File: src/rtl/irtx_cfg.svh
// constants for the infrared transmit fifo control block
// ------------------------------------------------------------
// Summary of operation
// - writing one to flush bit empties fifos; bit returns to zero itself
// - loopback bit one enters internal loopback, zero restores normal mode
// - fifo depth 32 bytes each direction, 16 bytes in loopback
// - level field selects threshold 1/1, 3/7, 7/17, 13/25 bytes
// - run-length enable bit turns run-length encoding of tx bytes on
// - run-length byte: bit 7 line value, bits 6-0 run length minus one
// - deferral holds tx data until time-out or fifo full
// - tx low-level interrupt when tx count below threshold, if enabled
// - rx data interrupt when rx count above threshold, if enabled
// ------------------------------------------------------------
`ifndef IRTX_CFG_SVH
`define IRTX_CFG_SVH
`define IRTX_ADDR_CTRL1   8'h0c
`define IRTX_ADDR_IRQEN   8'h10
`define IRTX_ADDR_STAT    8'h14
`define IRTX_ADDR_MASK    8'h18
`define IRTX_ADDR_LEVEL   8'h1c
`define IRTX_BIT_FLUSH    7
`define IRTX_BIT_LOOP     6
`define IRTX_BIT_LVL_HI   5
`define IRTX_BIT_LVL_LO   4
`define IRTX_BIT_RLE      3
`define IRTX_BIT_DEFER    2
`define IRTX_CTRL_RST     8'h00
`define IRTX_CTRL_WMASK   8'h7c
`define IRTX_DEPTH_NORM   6'd32
`define IRTX_DEPTH_LOOP   6'd16
`define IRTX_TOUT_US      40
`define IRTX_CLK_MHZ      25
`define IRTX_TOUT_CYC     (`IRTX_TOUT_US * `IRTX_CLK_MHZ)
`define IRTX_BIT_US       100
`define IRTX_BITT_CYC     (`IRTX_BIT_US * `IRTX_CLK_MHZ)
`define IRTX_RESP_OKAY    2'b00
`define IRTX_RESP_SLVERR  2'b10
`endif

File: src/rtl/irtx_pkg.sv
// types for the infrared transmit fifo control block
package irtx_pkg;
  typedef enum logic [2:0] {
    IRTX_IDLE = 3'b001,
    IRTX_HOLD = 3'b010,
    IRTX_SEND = 3'b100
  } irtx_state_e;
  typedef struct packed {
    logic       flush;
    logic       loop;
    logic [1:0] level;
    logic       rle;
    logic       defer;
  } irtx_ctrl_s;
endpackage

File: src/rtl/irtx_fifo_ctrl.sv
// infrared transmit fifo control with axi4-lite register slave
//
// Added by the designer: the AXI4-Lite slave port.
`timescale 1ns/1ns
`include "irtx_cfg.svh"
module irtx_fifo_ctrl
  import irtx_pkg::*;
#(
  parameter int TOUT_CYC = `IRTX_TOUT_CYC,
  parameter int BITT_CYC = `IRTX_BITT_CYC
) (
  input  wire logic        i_clk,
  input  wire logic        i_sys_rst,
  input  wire logic [7:0]  i_awaddr,
  input  wire logic        i_awvalid,
  output logic             o_awready,
  input  wire logic [31:0] i_wdata,
  input  wire logic [3:0]  i_wstrb,
  input  wire logic        i_wvalid,
  output logic             o_wready,
  output logic [1:0]       o_bresp,
  output logic             o_bvalid,
  input  wire logic        i_bready,
  input  wire logic [7:0]  i_araddr,
  input  wire logic        i_arvalid,
  output logic             o_arready,
  output logic [31:0]      o_rdata,
  output logic [1:0]       o_rresp,
  output logic             o_rvalid,
  input  wire logic        i_rready,
  input  wire logic [7:0]  i_tx_data,
  input  wire logic        i_tx_valid,
  output logic             o_tx_ready,
  input  wire logic        i_ir_rx,
  output logic [7:0]       o_rx_data,
  output logic             o_rx_valid,
  input  wire logic        i_rx_ready,
  output logic             o_ir_tx,
  output logic             o_irq
);

  // ------------------------------------------------------------
  // storage and registers
  // ------------------------------------------------------------
  logic [7:0]  tx_mem [0:31];
  logic [7:0]  rx_mem [0:31];
  logic [4:0]  tx_rd_r, tx_wr_r, rx_rd_r, rx_wr_r;
  logic [5:0]  tx_cnt_r, rx_cnt_r;
  irtx_ctrl_s  ctrl_r;
  logic [1:0]  irq_en_r, stat_r, mask_r;
  logic [1:0]  rx_sync_r;
  irtx_state_e st_r;
  logic [31:0] tout_r, bitt_r;
  logic [7:0]  cur_r;
  logic [6:0]  run_r;
  logic [2:0]  bit_idx_r;
  logic [7:0]  rx_sh_r;
  logic [2:0]  rx_bits_r;
  logic [31:0] rx_bitt_r;
  logic        aw_hold_r, w_hold_r;
  logic [7:0]  aw_addr_r;
  logic [31:0] w_data_r;
  logic        w_lane0_r;

  // fifo depth and threshold from mode
  function automatic logic [5:0] depth_of(input logic loop);
    return loop ? `IRTX_DEPTH_LOOP : `IRTX_DEPTH_NORM;
  endfunction

  function automatic logic [5:0] thresh_of(input logic [1:0] lv,
                                           input logic loop);
    unique case (lv)
      2'b00: thresh_of = 6'd1;
      2'b01: thresh_of = loop ? 6'd3 : 6'd7;
      2'b10: thresh_of = loop ? 6'd7 : 6'd17;
      2'b11: thresh_of = loop ? 6'd13 : 6'd25;
    endcase
  endfunction

  logic [5:0] depth, thresh;
  logic       tx_full, rx_full, tx_pop, rx_push, rx_pop, tx_push;
  logic       wr_go, flush_wr;
  logic [7:0] rx_byte;
  logic [7:0] tx_head;

  assign depth   = depth_of(ctrl_r.loop);
  assign thresh  = thresh_of(ctrl_r.level, ctrl_r.loop);
  assign tx_full = tx_cnt_r >= depth;
  assign rx_full = rx_cnt_r >= depth;
  assign tx_push = i_tx_valid && !tx_full;
  assign o_tx_ready = !tx_full && !flush_wr;
  assign rx_pop  = o_rx_valid && i_rx_ready;
  assign o_rx_valid = rx_cnt_r != 6'd0;
  assign o_rx_data  = rx_mem[rx_rd_r];
  assign tx_head    = tx_mem[tx_rd_r];

  // ------------------------------------------------------------
  // axi4-lite write channel
  // ------------------------------------------------------------
  assign o_awready = !aw_hold_r && !o_bvalid;
  assign o_wready  = !w_hold_r && !o_bvalid;
  assign wr_go     = aw_hold_r && w_hold_r && !o_bvalid;
  // flush request is a one-cycle strobe, never stored
  assign flush_wr  = wr_go && aw_addr_r == `IRTX_ADDR_CTRL1 && w_lane0_r
                     && w_data_r[`IRTX_BIT_FLUSH];

  always_ff @(posedge i_clk) begin
    if (i_sys_rst) begin
      aw_hold_r <= 1'b0;
      w_hold_r  <= 1'b0;
      aw_addr_r <= 8'h00;
      w_data_r  <= 32'h0000_0000;
      w_lane0_r <= 1'b0;
      o_bvalid  <= 1'b0;
      o_bresp   <= `IRTX_RESP_OKAY;
    end else begin
      if (i_awvalid && o_awready) begin
        aw_hold_r <= 1'b1;
        aw_addr_r <= i_awaddr;
      end
      if (i_wvalid && o_wready) begin
        w_hold_r  <= 1'b1;
        w_data_r  <= i_wdata;
        w_lane0_r <= i_wstrb[0];
      end
      if (wr_go) begin
        aw_hold_r <= 1'b0;
        w_hold_r  <= 1'b0;
        o_bvalid  <= 1'b1;
        unique case (aw_addr_r)
          `IRTX_ADDR_CTRL1, `IRTX_ADDR_IRQEN, `IRTX_ADDR_STAT,
          `IRTX_ADDR_MASK, `IRTX_ADDR_LEVEL: o_bresp <= `IRTX_RESP_OKAY;
          default: o_bresp <= `IRTX_RESP_SLVERR;
        endcase
      end else if (o_bvalid && i_bready) begin
        o_bvalid <= 1'b0;
      end
    end
  end

  // control register; flush bit never held so it reads back zero
  always_ff @(posedge i_clk) begin
    if (i_sys_rst) begin
      ctrl_r   <= irtx_ctrl_s'(6'(`IRTX_CTRL_RST >> 2));
      irq_en_r <= 2'b00;
      mask_r   <= 2'b00;
    end else if (wr_go && w_lane0_r) begin
      unique case (aw_addr_r)
        // loopback, level, rle and deferral stored
        // flush masked off here: it acts through the strobe only
        `IRTX_ADDR_CTRL1:
          ctrl_r <= irtx_ctrl_s'(w_data_r[7:2]
                                 & 6'(`IRTX_CTRL_WMASK >> 2));
        `IRTX_ADDR_IRQEN: irq_en_r <= w_data_r[1:0];
        `IRTX_ADDR_MASK:  mask_r <= w_data_r[1:0];
        default: ;
      endcase
    end
  end

  // ------------------------------------------------------------
  // axi4-lite read channel
  // ------------------------------------------------------------
  assign o_arready = !o_rvalid;
  always_ff @(posedge i_clk) begin
    if (i_sys_rst) begin
      o_rvalid <= 1'b0;
      o_rdata  <= 32'h0000_0000;
      o_rresp  <= `IRTX_RESP_OKAY;
    end else if (i_arvalid && o_arready) begin
      o_rvalid <= 1'b1;
      o_rresp  <= `IRTX_RESP_OKAY;
      o_rdata  <= 32'h0000_0000;
      unique case (i_araddr)
        `IRTX_ADDR_CTRL1: o_rdata[7:0] <= {ctrl_r, 2'b00};
        `IRTX_ADDR_IRQEN: o_rdata[1:0] <= irq_en_r;
        `IRTX_ADDR_STAT:  o_rdata[1:0] <= stat_r;
        `IRTX_ADDR_MASK:  o_rdata[1:0] <= mask_r;
        `IRTX_ADDR_LEVEL: o_rdata[13:0] <= {rx_cnt_r, 2'b00, tx_cnt_r};
        default: o_rresp <= `IRTX_RESP_SLVERR;
      endcase
    end else if (o_rvalid && i_rready) begin
      o_rvalid <= 1'b0;
    end
  end

  // ------------------------------------------------------------
  // interrupts: bit0 tx low level, bit1 rx data available
  // ------------------------------------------------------------
  logic [1:0] ev;
  assign ev[0] = irq_en_r[0] && tx_cnt_r < thresh;
  assign ev[1] = irq_en_r[1] && rx_cnt_r > thresh;
  always_ff @(posedge i_clk) begin
    if (i_sys_rst)
      stat_r <= 2'b00;
    else if (wr_go && w_lane0_r && aw_addr_r == `IRTX_ADDR_STAT)
      // set wins over the write-one clear
      stat_r <= (stat_r & ~w_data_r[1:0]) | ev;
    else
      stat_r <= stat_r | ev;
  end
  assign o_irq = |(stat_r & mask_r);

  // ------------------------------------------------------------
  // tx fifo
  // ------------------------------------------------------------
  always_ff @(posedge i_clk) begin
    if (tx_push)
      tx_mem[tx_wr_r] <= i_tx_data;
  end
  always_ff @(posedge i_clk) begin
    if (i_sys_rst || flush_wr) begin
      tx_wr_r  <= 5'd0;
      tx_rd_r  <= 5'd0;
      tx_cnt_r <= 6'd0;
    end else begin
      if (tx_push)
        tx_wr_r <= 5'(tx_wr_r + 5'd1 == depth[4:0] ? 5'd0 : tx_wr_r + 5'd1);
      if (tx_pop)
        tx_rd_r <= 5'(tx_rd_r + 5'd1 == depth[4:0] ? 5'd0 : tx_rd_r + 5'd1);
      tx_cnt_r <= 6'(tx_cnt_r + 6'(tx_push) - 6'(tx_pop));
    end
  end

  // ------------------------------------------------------------
  // transmitter: bit serial or run-length
  // ------------------------------------------------------------
  logic bit_tick, bit_last;
  assign bit_tick = bitt_r == 32'd0;
  assign bit_last = ctrl_r.rle ? run_r == 7'd0 : bit_idx_r == 3'd0;
  assign tx_pop   = (st_r != IRTX_SEND || (bit_tick && bit_last))
                    && tx_cnt_r != 6'd0
                    && !(ctrl_r.defer && st_r != IRTX_SEND
                         && !tx_full && tout_r != 32'd0);

  always_ff @(posedge i_clk) begin
    if (i_sys_rst || flush_wr) begin
      st_r      <= IRTX_IDLE;
      tout_r    <= 32'(TOUT_CYC);
      bitt_r    <= 32'd0;
      cur_r     <= 8'h00;
      run_r     <= 7'd0;
      bit_idx_r <= 3'd0;
    end else begin
      // deferral holds data until time-out or fifo full
      if (st_r == IRTX_SEND || tx_push || tx_cnt_r == 6'd0)
        tout_r <= 32'(TOUT_CYC);
      else if (tout_r != 32'd0)
        tout_r <= tout_r - 32'd1;
      if (st_r == IRTX_SEND)
        bitt_r <= bit_tick ? 32'(BITT_CYC - 1) : bitt_r - 32'd1;
      if (tx_pop) begin
        st_r      <= IRTX_SEND;
        cur_r     <= tx_head;
        // low seven bits hold run length minus one
        run_r     <= tx_head[6:0];
        bit_idx_r <= 3'd7;
        bitt_r    <= 32'(BITT_CYC - 1);
      end else if (st_r == IRTX_SEND && bit_tick) begin
        if (bit_last)
          st_r <= ctrl_r.defer ? IRTX_HOLD : IRTX_IDLE;
        else if (ctrl_r.rle)
          run_r <= run_r - 7'd1;
        else
          bit_idx_r <= bit_idx_r - 3'd1;
      end else if (st_r != IRTX_SEND) begin
        st_r <= ctrl_r.defer && tx_cnt_r != 6'd0 ? IRTX_HOLD : IRTX_IDLE;
      end
    end
  end

  // rle sends bit 7 for the whole run
  always_ff @(posedge i_clk) begin
    if (i_sys_rst)
      o_ir_tx <= 1'b0;
    else if (st_r != IRTX_SEND)
      o_ir_tx <= 1'b0;
    else
      o_ir_tx <= ctrl_r.rle ? cur_r[7] : cur_r[bit_idx_r];
  end

  // ------------------------------------------------------------
  // receiver: line in normal mode, tx output in loopback
  // ------------------------------------------------------------
  always_ff @(posedge i_clk) begin
    if (i_sys_rst)
      rx_sync_r <= 2'b00;
    else
      rx_sync_r <= {rx_sync_r[0], i_ir_rx};
  end
  logic rx_bit;
  // loopback feeds tx output to receiver
  assign rx_bit  = ctrl_r.loop ? o_ir_tx : rx_sync_r[1];
  assign rx_byte = {rx_sh_r[6:0], rx_bit};
  // overflow drops bytes rather than stalling the line
  assign rx_push = rx_bitt_r == 32'd0 && rx_bits_r == 3'd7 && !rx_full;

  always_ff @(posedge i_clk) begin
    if (rx_push)
      rx_mem[rx_wr_r] <= rx_byte;
  end
  always_ff @(posedge i_clk) begin
    if (i_sys_rst || flush_wr) begin
      rx_sh_r   <= 8'h00;
      rx_bits_r <= 3'd0;
      rx_bitt_r <= 32'(BITT_CYC - 1);
      rx_wr_r   <= 5'd0;
      rx_rd_r   <= 5'd0;
      rx_cnt_r  <= 6'd0;
    end else begin
      if (rx_bitt_r == 32'd0) begin
        rx_bitt_r <= 32'(BITT_CYC - 1);
        rx_sh_r   <= rx_byte;
        rx_bits_r <= rx_bits_r + 3'd1;
      end else begin
        rx_bitt_r <= rx_bitt_r - 32'd1;
      end
      if (rx_push)
        rx_wr_r <= 5'(rx_wr_r + 5'd1 == depth[4:0] ? 5'd0 : rx_wr_r + 5'd1);
      if (rx_pop)
        rx_rd_r <= 5'(rx_rd_r + 5'd1 == depth[4:0] ? 5'd0 : rx_rd_r + 5'd1);
      rx_cnt_r <= 6'(rx_cnt_r + 6'(rx_push) - 6'(rx_pop));
    end
  end

endmodule

File: config.mk
export PLATFORM = sky130hd
export DESIGN_NAME = irtx_fifo_ctrl
export DESIGN_NICKNAME = d
export VERILOG_FILES = /design/src/rtl/irtx_pkg.sv /design/src/rtl/irtx_fifo_ctrl.sv
export VERILOG_INCLUDE_DIRS = /design/src /design/src/rtl
export SDC_FILE = /design/constraint.sdc
export NUM_CORES = 1
export LEC_CHECK = 0
export ABC_AREA = 1
export BUFFER_PORTS_ARGS = -buffer_cell sky130_fd_sc_hd__buf_2
export CAP_MARGIN = 15
export CORE_ASPECT_RATIO = 0.6
export CORE_UTILIZATION = 35
export CTS_BUF_LIST = sky130_fd_sc_hd__clkbuf_2 sky130_fd_sc_hd__clkbuf_4 sky130_fd_sc_hd__clkbuf_8
export DETAILED_ROUTE_END_ITERATION = 8
export PLACE_DENSITY = 0.48
export SLEW_MARGIN = 20
export SYNTH_ARGS = -nofsm -noshare
export SYNTH_HDL_FRONTEND = slang
export SYNTH_SLANG_ARGS = --single-unit
export TNS_END_PERCENT = 30
File: constraint.sdc
create_clock -name i_clk -period 3.18 [get_ports i_clk]
set_input_delay 0.477 -clock i_clk [delete_from_list [all_inputs] [get_ports i_clk]]
set_output_delay 0.477 -clock i_clk [all_outputs]
set_load 0.05 [all_outputs]
==> impl_results.html <==
<table>
<tr><th>Metric</th><th>Value</th></tr>
<tr><th colspan="2">Min path</th></tr>
<tr><td>Class of the worst hold path</td><td>in -&gt; reg</td></tr>
<tr><td>Startpoint of the most critical hold path</td><td>i_araddr[5]</td></tr>
<tr><th colspan="2">Worst setup path</th></tr>
<tr><td>CP Capture Type</td><td>output pin</td></tr>
<tr><td>Setup CP Type</td><td>reg -&gt; out</td></tr>
<tr><td>Required time worst endpoint</td><td>2700 ps</td></tr>
<tr><td>Slowest cell on crit path</td><td>sky130_fd_sc_hd__dfxtp_4</td></tr>
<tr><td>Arrival time worst endpoint</td><td>2680 ps</td></tr>
<tr><td>Cell type group with the largest total delay on the critical path</td><td>buffers and inverters</td></tr>
<tr><td>Highest cell delay on the worst timing path</td><td>470 ps</td></tr>
<tr><td>Crit path cell chain</td><td>buf_8 -&gt; clkbuf_16 -&gt; o21ai_1 -&gt; o221ai_1 -&gt; nand3_2 -&gt; nand2_2 -&gt; nor2_1 -&gt; a21oi_2 -&gt; buf_6</td></tr>
<tr><td>Buffers &amp; Inverters on Critical Path</td><td>3</td></tr>
<tr><td>Reg2Reg Launch Point</td><td>ctrl_r[4]</td></tr>
<tr><td>Crit path launch type</td><td>register</td></tr>
<tr><td>Maximum fanout encountered on the critical timing path</td><td>6</td></tr>
<tr><th colspan="2">Power and ir drop</th></tr>
<tr><td>Switching share of power</td><td>30.30%</td></tr>
<tr><td>Share of power burned in registers</td><td>45.5%</td></tr>
<tr><td>Leakage Power</td><td>13.71 nW</td></tr>
<tr><td>Switching power total</td><td>7.101 mW</td></tr>
<tr><td>Comb power frac</td><td>19.1%</td></tr>
<tr><td>Worst IR Drop VDD</td><td>0.0004423 V</td></tr>
<tr><td>Relative contribution of the clock network to total power</td><td>35.3%</td></tr>
<tr><td>Total power density per cell area</td><td>629.5 mW/mm2</td></tr>
<tr><td>Cell-internal power</td><td>16.33 mW</td></tr>
<tr><th colspan="2">Floorplanning</th></tr>
<tr><td>Die X-Extent</td><td>390.5 um</td></tr>
<tr><td>Die extent in y</td><td>235.1 um</td></tr>
<tr><td>Initial Util</td><td>35.36%</td></tr>
<tr><td>Placeable Area</td><td>0.08965 mm2</td></tr>
<tr><td>I/O pins</td><td>123</td></tr>
<tr><td>Cell Rows</td><td>85</td></tr>
<tr><td>Area enclosed by the die boundary</td><td>0.09181 mm2</td></tr>
<tr><th colspan="2">CTS</th></tr>
<tr><td>Clock latency of the later-clocked register in the worst-skew pair</td><td>790 ps</td></tr>
<tr><td>Root buffer cell</td><td>sky130_fd_sc_hd__clkbuf_8</td></tr>
<tr><td>TritonCTS clock tree</td><td>done</td></tr>
<tr><td>Sinks on the clock net</td><td>731</td></tr>
<tr><td>Maximum count of clock buffers along a single path</td><td>3</td></tr>
<tr><td>Number of buffers created by CTS</td><td>115</td></tr>
<tr><td>Register clock-pin slew on the reported worst setup and hold paths</td><td>60 ps</td></tr>
<tr><td>Depth of the CTS H-tree</td><td>3</td></tr>
<tr><th colspan="2">GRT</th></tr>
<tr><td>Vias in the first global route</td><td>22730</td></tr>
<tr><td>Total congestion overflow</td><td>0</td></tr>
<tr><td>Antenna violations before repair</td><td>6</td></tr>
<tr><td>Wire length of the first global-routing pass</td><td>135.1 mm</td></tr>
<tr><td>Largest net degree at the start of global routing</td><td>81</td></tr>
<tr><td>Total Routing Usage GR</td><td>19.16%</td></tr>
<tr><th colspan="2">Layout</th></tr>
<tr><td>Design area</td><td>0.03723 mm2</td></tr>
<tr><td>Layout net count</td><td>3579</td></tr>
<tr><td>Multi-input gate area in the final layout</td><td>0.01067 mm2</td></tr>
<tr><td>Filler Cell Count</td><td>8612</td></tr>
<tr><td>Synth-to-layout area growth</td><td>17.44%</td></tr>
<tr><td>Fraction of final layout cells sized beyond drive strength 1</td><td>14.81%</td></tr>
<tr><td>Most common cell after layout, fill and taps aside</td><td>sky130_fd_sc_hd__nand2_1</td></tr>
<tr><td>Sequential cell area</td><td>0.01977 mm2</td></tr>
<tr><td>Top library cells by usage in the layout, fill and taps aside</td><td>662 x sky130_fd_sc_hd__nand2_1, 512 x sky130_fd_sc_hd__edfxtp_1, 487 x sky130_fd_sc_hd__nor2_1, 280 x sky130_fd_sc_hd__nand3_1, 214 x sky130_fd_sc_hd__dfxtp_1</td></tr>
<tr><th colspan="2">Status</th></tr>
<tr><td>Run status</td><td>finished clean</td></tr>
<tr><th colspan="2">Placement</th></tr>
<tr><td>Post-Place Cell Area</td><td>0.03403 mm2</td></tr>
<tr><td>Worst slack, placed</td><td>162.7 ps</td></tr>
<tr><td>Number of port buffers</td><td>74</td></tr>
<tr><td>Post-DP HPWL</td><td>56.91 mm</td></tr>
<tr><td>Weighted congestion reported at the end of routability-driven placement</td><td>0.8403</td></tr>
<tr><th colspan="2">Yosys</th></tr>
<tr><td>Yosys Warn Count</td><td>0</td></tr>
<tr><td>Dominant register cell in the synthesized netlist</td><td>sky130_fd_sc_hd__edfxtp_1</td></tr>
<tr><td>Yosys cell types</td><td>56</td></tr>
<tr><td>Register bit count reported by yosys</td><td>731</td></tr>
<tr><td>Netlist Area Pre-Place</td><td>0.03170 mm2</td></tr>
<tr><td>Async set or reset register ratio after synthesis</td><td>0%</td></tr>
<tr><td>Post-synth EDFFs</td><td>512</td></tr>
<tr><td>Mean cell area of the mapped netlist</td><td>9.811 um2</td></tr>
<tr><td>Post-Syn Instances</td><td>3231</td></tr>
<tr><td>Sequential element share of the synthesized area</td><td>62.34%</td></tr>
<tr><th colspan="2">Detailed routing</th></tr>
<tr><td>First-pass iteration count of the detailed router</td><td>5</td></tr>
<tr><td>DRT Wirelength</td><td>89.52 mm</td></tr>
<tr><td>Via density per instance</td><td>5.023</td></tr>
<tr><td>Number of DRC markers in iteration 0</td><td>2185</td></tr>
<tr><td>DRC Markers</td><td>0</td></tr>
<tr><td>Post-detailed-route wirelength per cell</td><td>18.78 um</td></tr>
<tr><td>Final antenna-violating net count</td><td>0</td></tr>
<tr><td>Via total after detailed routing</td><td>23940</td></tr>
<tr><th colspan="2">Timing</th></tr>
<tr><td>Transition time at the pin with the least slew margin</td><td>857.9 ps</td></tr>
<tr><td>Clock tree skew after final layout</td><td>38.11 ps</td></tr>
<tr><td>Relative slew slack</td><td>42.59%</td></tr>
<tr><td>Fin. max-slew vios</td><td>0</td></tr>
<tr><td>Post-layout min period</td><td>3155 ps</td></tr>
<tr><td>Worst Hold Slack</td><td>92.60 ps</td></tr>
<tr><td>Unrepaired setup endpoints after global routing</td><td>yes</td></tr>
<tr><td>Post-route fraction of the period consumed by the critical path</td><td>99.20%</td></tr>
<tr><td>Maximum operating frequency</td><td>0.3170 GHz</td></tr>
<tr><td>Least setup slack across all paths after layout</td><td>25.48 ps</td></tr>
<tr><td>Endpoints failing hold</td><td>0</td></tr>
<tr><td>Final setup fails</td><td>0</td></tr>
<tr><th colspan="2">Run</th></tr>
<tr><td>Number of max-capacitance violations reported</td><td>0</td></tr>
</table>
-- tightest hold or removal path, delay by kind of cell --
| kind | cells | cell delay (ps) |
|---|---|---|
| AO/OA/AOI/OAI | 1 | 80 |
| buffers and inverters | 2 | 140 |
| AND/OR/NAND/NOR | 2 | 130 |
-- per-stage QoR --
step	util, %	cells	TNS, ps	power (mW)
final	41.52	4767	0	23.43
after global routing	41.52	4767	-590.6	24.66
after CTS	41.31	4758	-34.58	23.62
after detailed placement	37.96	4522	0	15.31
after global placement	37.96	4522	0	15.25
after floorplan	-	3251	0	13.82
-- what timing repair did --
item | in CTS | in global routing
resized for setup | 74 | 46
endpoints found under the setup margin | 8 | 11
gates cloned | 6 | 4
buffers inserted | 4 | 2
pin swaps | 16 | 16
hold buffers | 21 | 0
hold endpoints to repair | 21 | 0
-- cells in the mapped netlist, types with 6 or more instances --
cell	number	area, um2
sky130_fd_sc_hd__nand2_1	667	2504
sky130_fd_sc_hd__edfxtp_1	512	15370
sky130_fd_sc_hd__nor2_1	490	1839
sky130_fd_sc_hd__nand3_1	288	1441
sky130_fd_sc_hd__dfxtp_1	219	4384
sky130_fd_sc_hd__o21ai_0	219	1096
sky130_fd_sc_hd__inv_1	193	724.4
sky130_fd_sc_hd__a21oi_1	119	595.6
sky130_fd_sc_hd__clkbuf_1	79	296.5
sky130_fd_sc_hd__ha_1	50	625.6
sky130_fd_sc_hd__xor2_1	42	367.9
sky130_fd_sc_hd__o221ai_1	40	350.3
sky130_fd_sc_hd__nor3_1	33	165.2
sky130_fd_sc_hd__buf_2	29	145.1
sky130_fd_sc_hd__buf_4	27	202.7
sky130_fd_sc_hd__nand4_1	27	168.9
sky130_fd_sc_hd__o22ai_1	25	156.4
sky130_fd_sc_hd__xnor2_1	22	192.7
sky130_fd_sc_hd__nor2_2	19	118.9
sky130_fd_sc_hd__buf_1	13	48.80
sky130_fd_sc_hd__nor4_1	11	68.82
sky130_fd_sc_hd__a211oi_1	10	75.07
sky130_fd_sc_hd__nand2_2	10	62.56
sky130_fd_sc_hd__inv_2	7	26.28
sky130_fd_sc_hd__nor2_4	7	78.83
sky130_fd_sc_hd__o21a_1	7	52.55
sky130_fd_sc_hd__or2_2	7	43.79
sky130_fd_sc_hd__a31oi_1	6	37.54
-- cell type report --
cell class,count,share of cell area [%]
antenna,4,0.02689
inverter,208,2.158
sequential,731,53.11
clock inverter,30,0.7260
clock buffer,175,5.596
tap,1218,4.094
timing repair buffer,240,5.630
multi-input combinational,2161,28.66
-- state kept, by name, indices dropped and copies added (netlist names), 6 cells and up, named ones only --
register / flops
tx_cnt_r: 6
rx_mem: 256
w_data_r: 8
rx_cnt_r: 6
rx_sh_r: 7
cur_r: 8
o_rdata: 13
aw_addr_r: 8
rx_bitt_r: 32
run_r: 7
tout_r: 32
tx_mem: 256
bitt_r: 32
-- worst paths after layout --
kind              depth (start not counted)  slack, ps           end
hold reg to reg                           2        420  rx_sync_r[1]
setup / recovery                          9         30  o_rx_data[3]
setup reg to reg                         17        190   rx_cnt_r[4]
hold / removal                            5         90    o_rresp[1]
-- routing by layer --
metal  wire (um)  GRT usage (%)
met1       47300          31.05
met4        1346          4.278
met5          22              0
met3        6890          5.203
met2       33950          24.55
-- power by group through the flow --
stage	logic (mW)	registers (mW)	clock network [mW]
after floorplan	3.00	10.8	0
after global placement	4.39	10.9	0
after detailed placement	4.44	10.9	0
after CTS	4.47	10.7	8.47
after global routing	5.04	10.7	8.91
final	4.49	10.7	8.27
-- kinds of logic (layout without fill, tap and decap cells) --
kind of cell | after synthesis | in the layout | synth area share, %
buffers and inverters | 359 | 653 | 4.772
other | 1 | 25 | 0.01183
AND/OR/NAND/NOR | 1581 | 1581 | 21.15
XOR/XNOR | 64 | 64 | 1.768
adder cells (fa/ha/maj) | 52 | 52 | 2.100
AO/OA/AOI/OAI | 443 | 443 | 7.863
flip-flops | 731 | 731 | 62.34
Note: power is estimated with default switching activity, not from simulation.
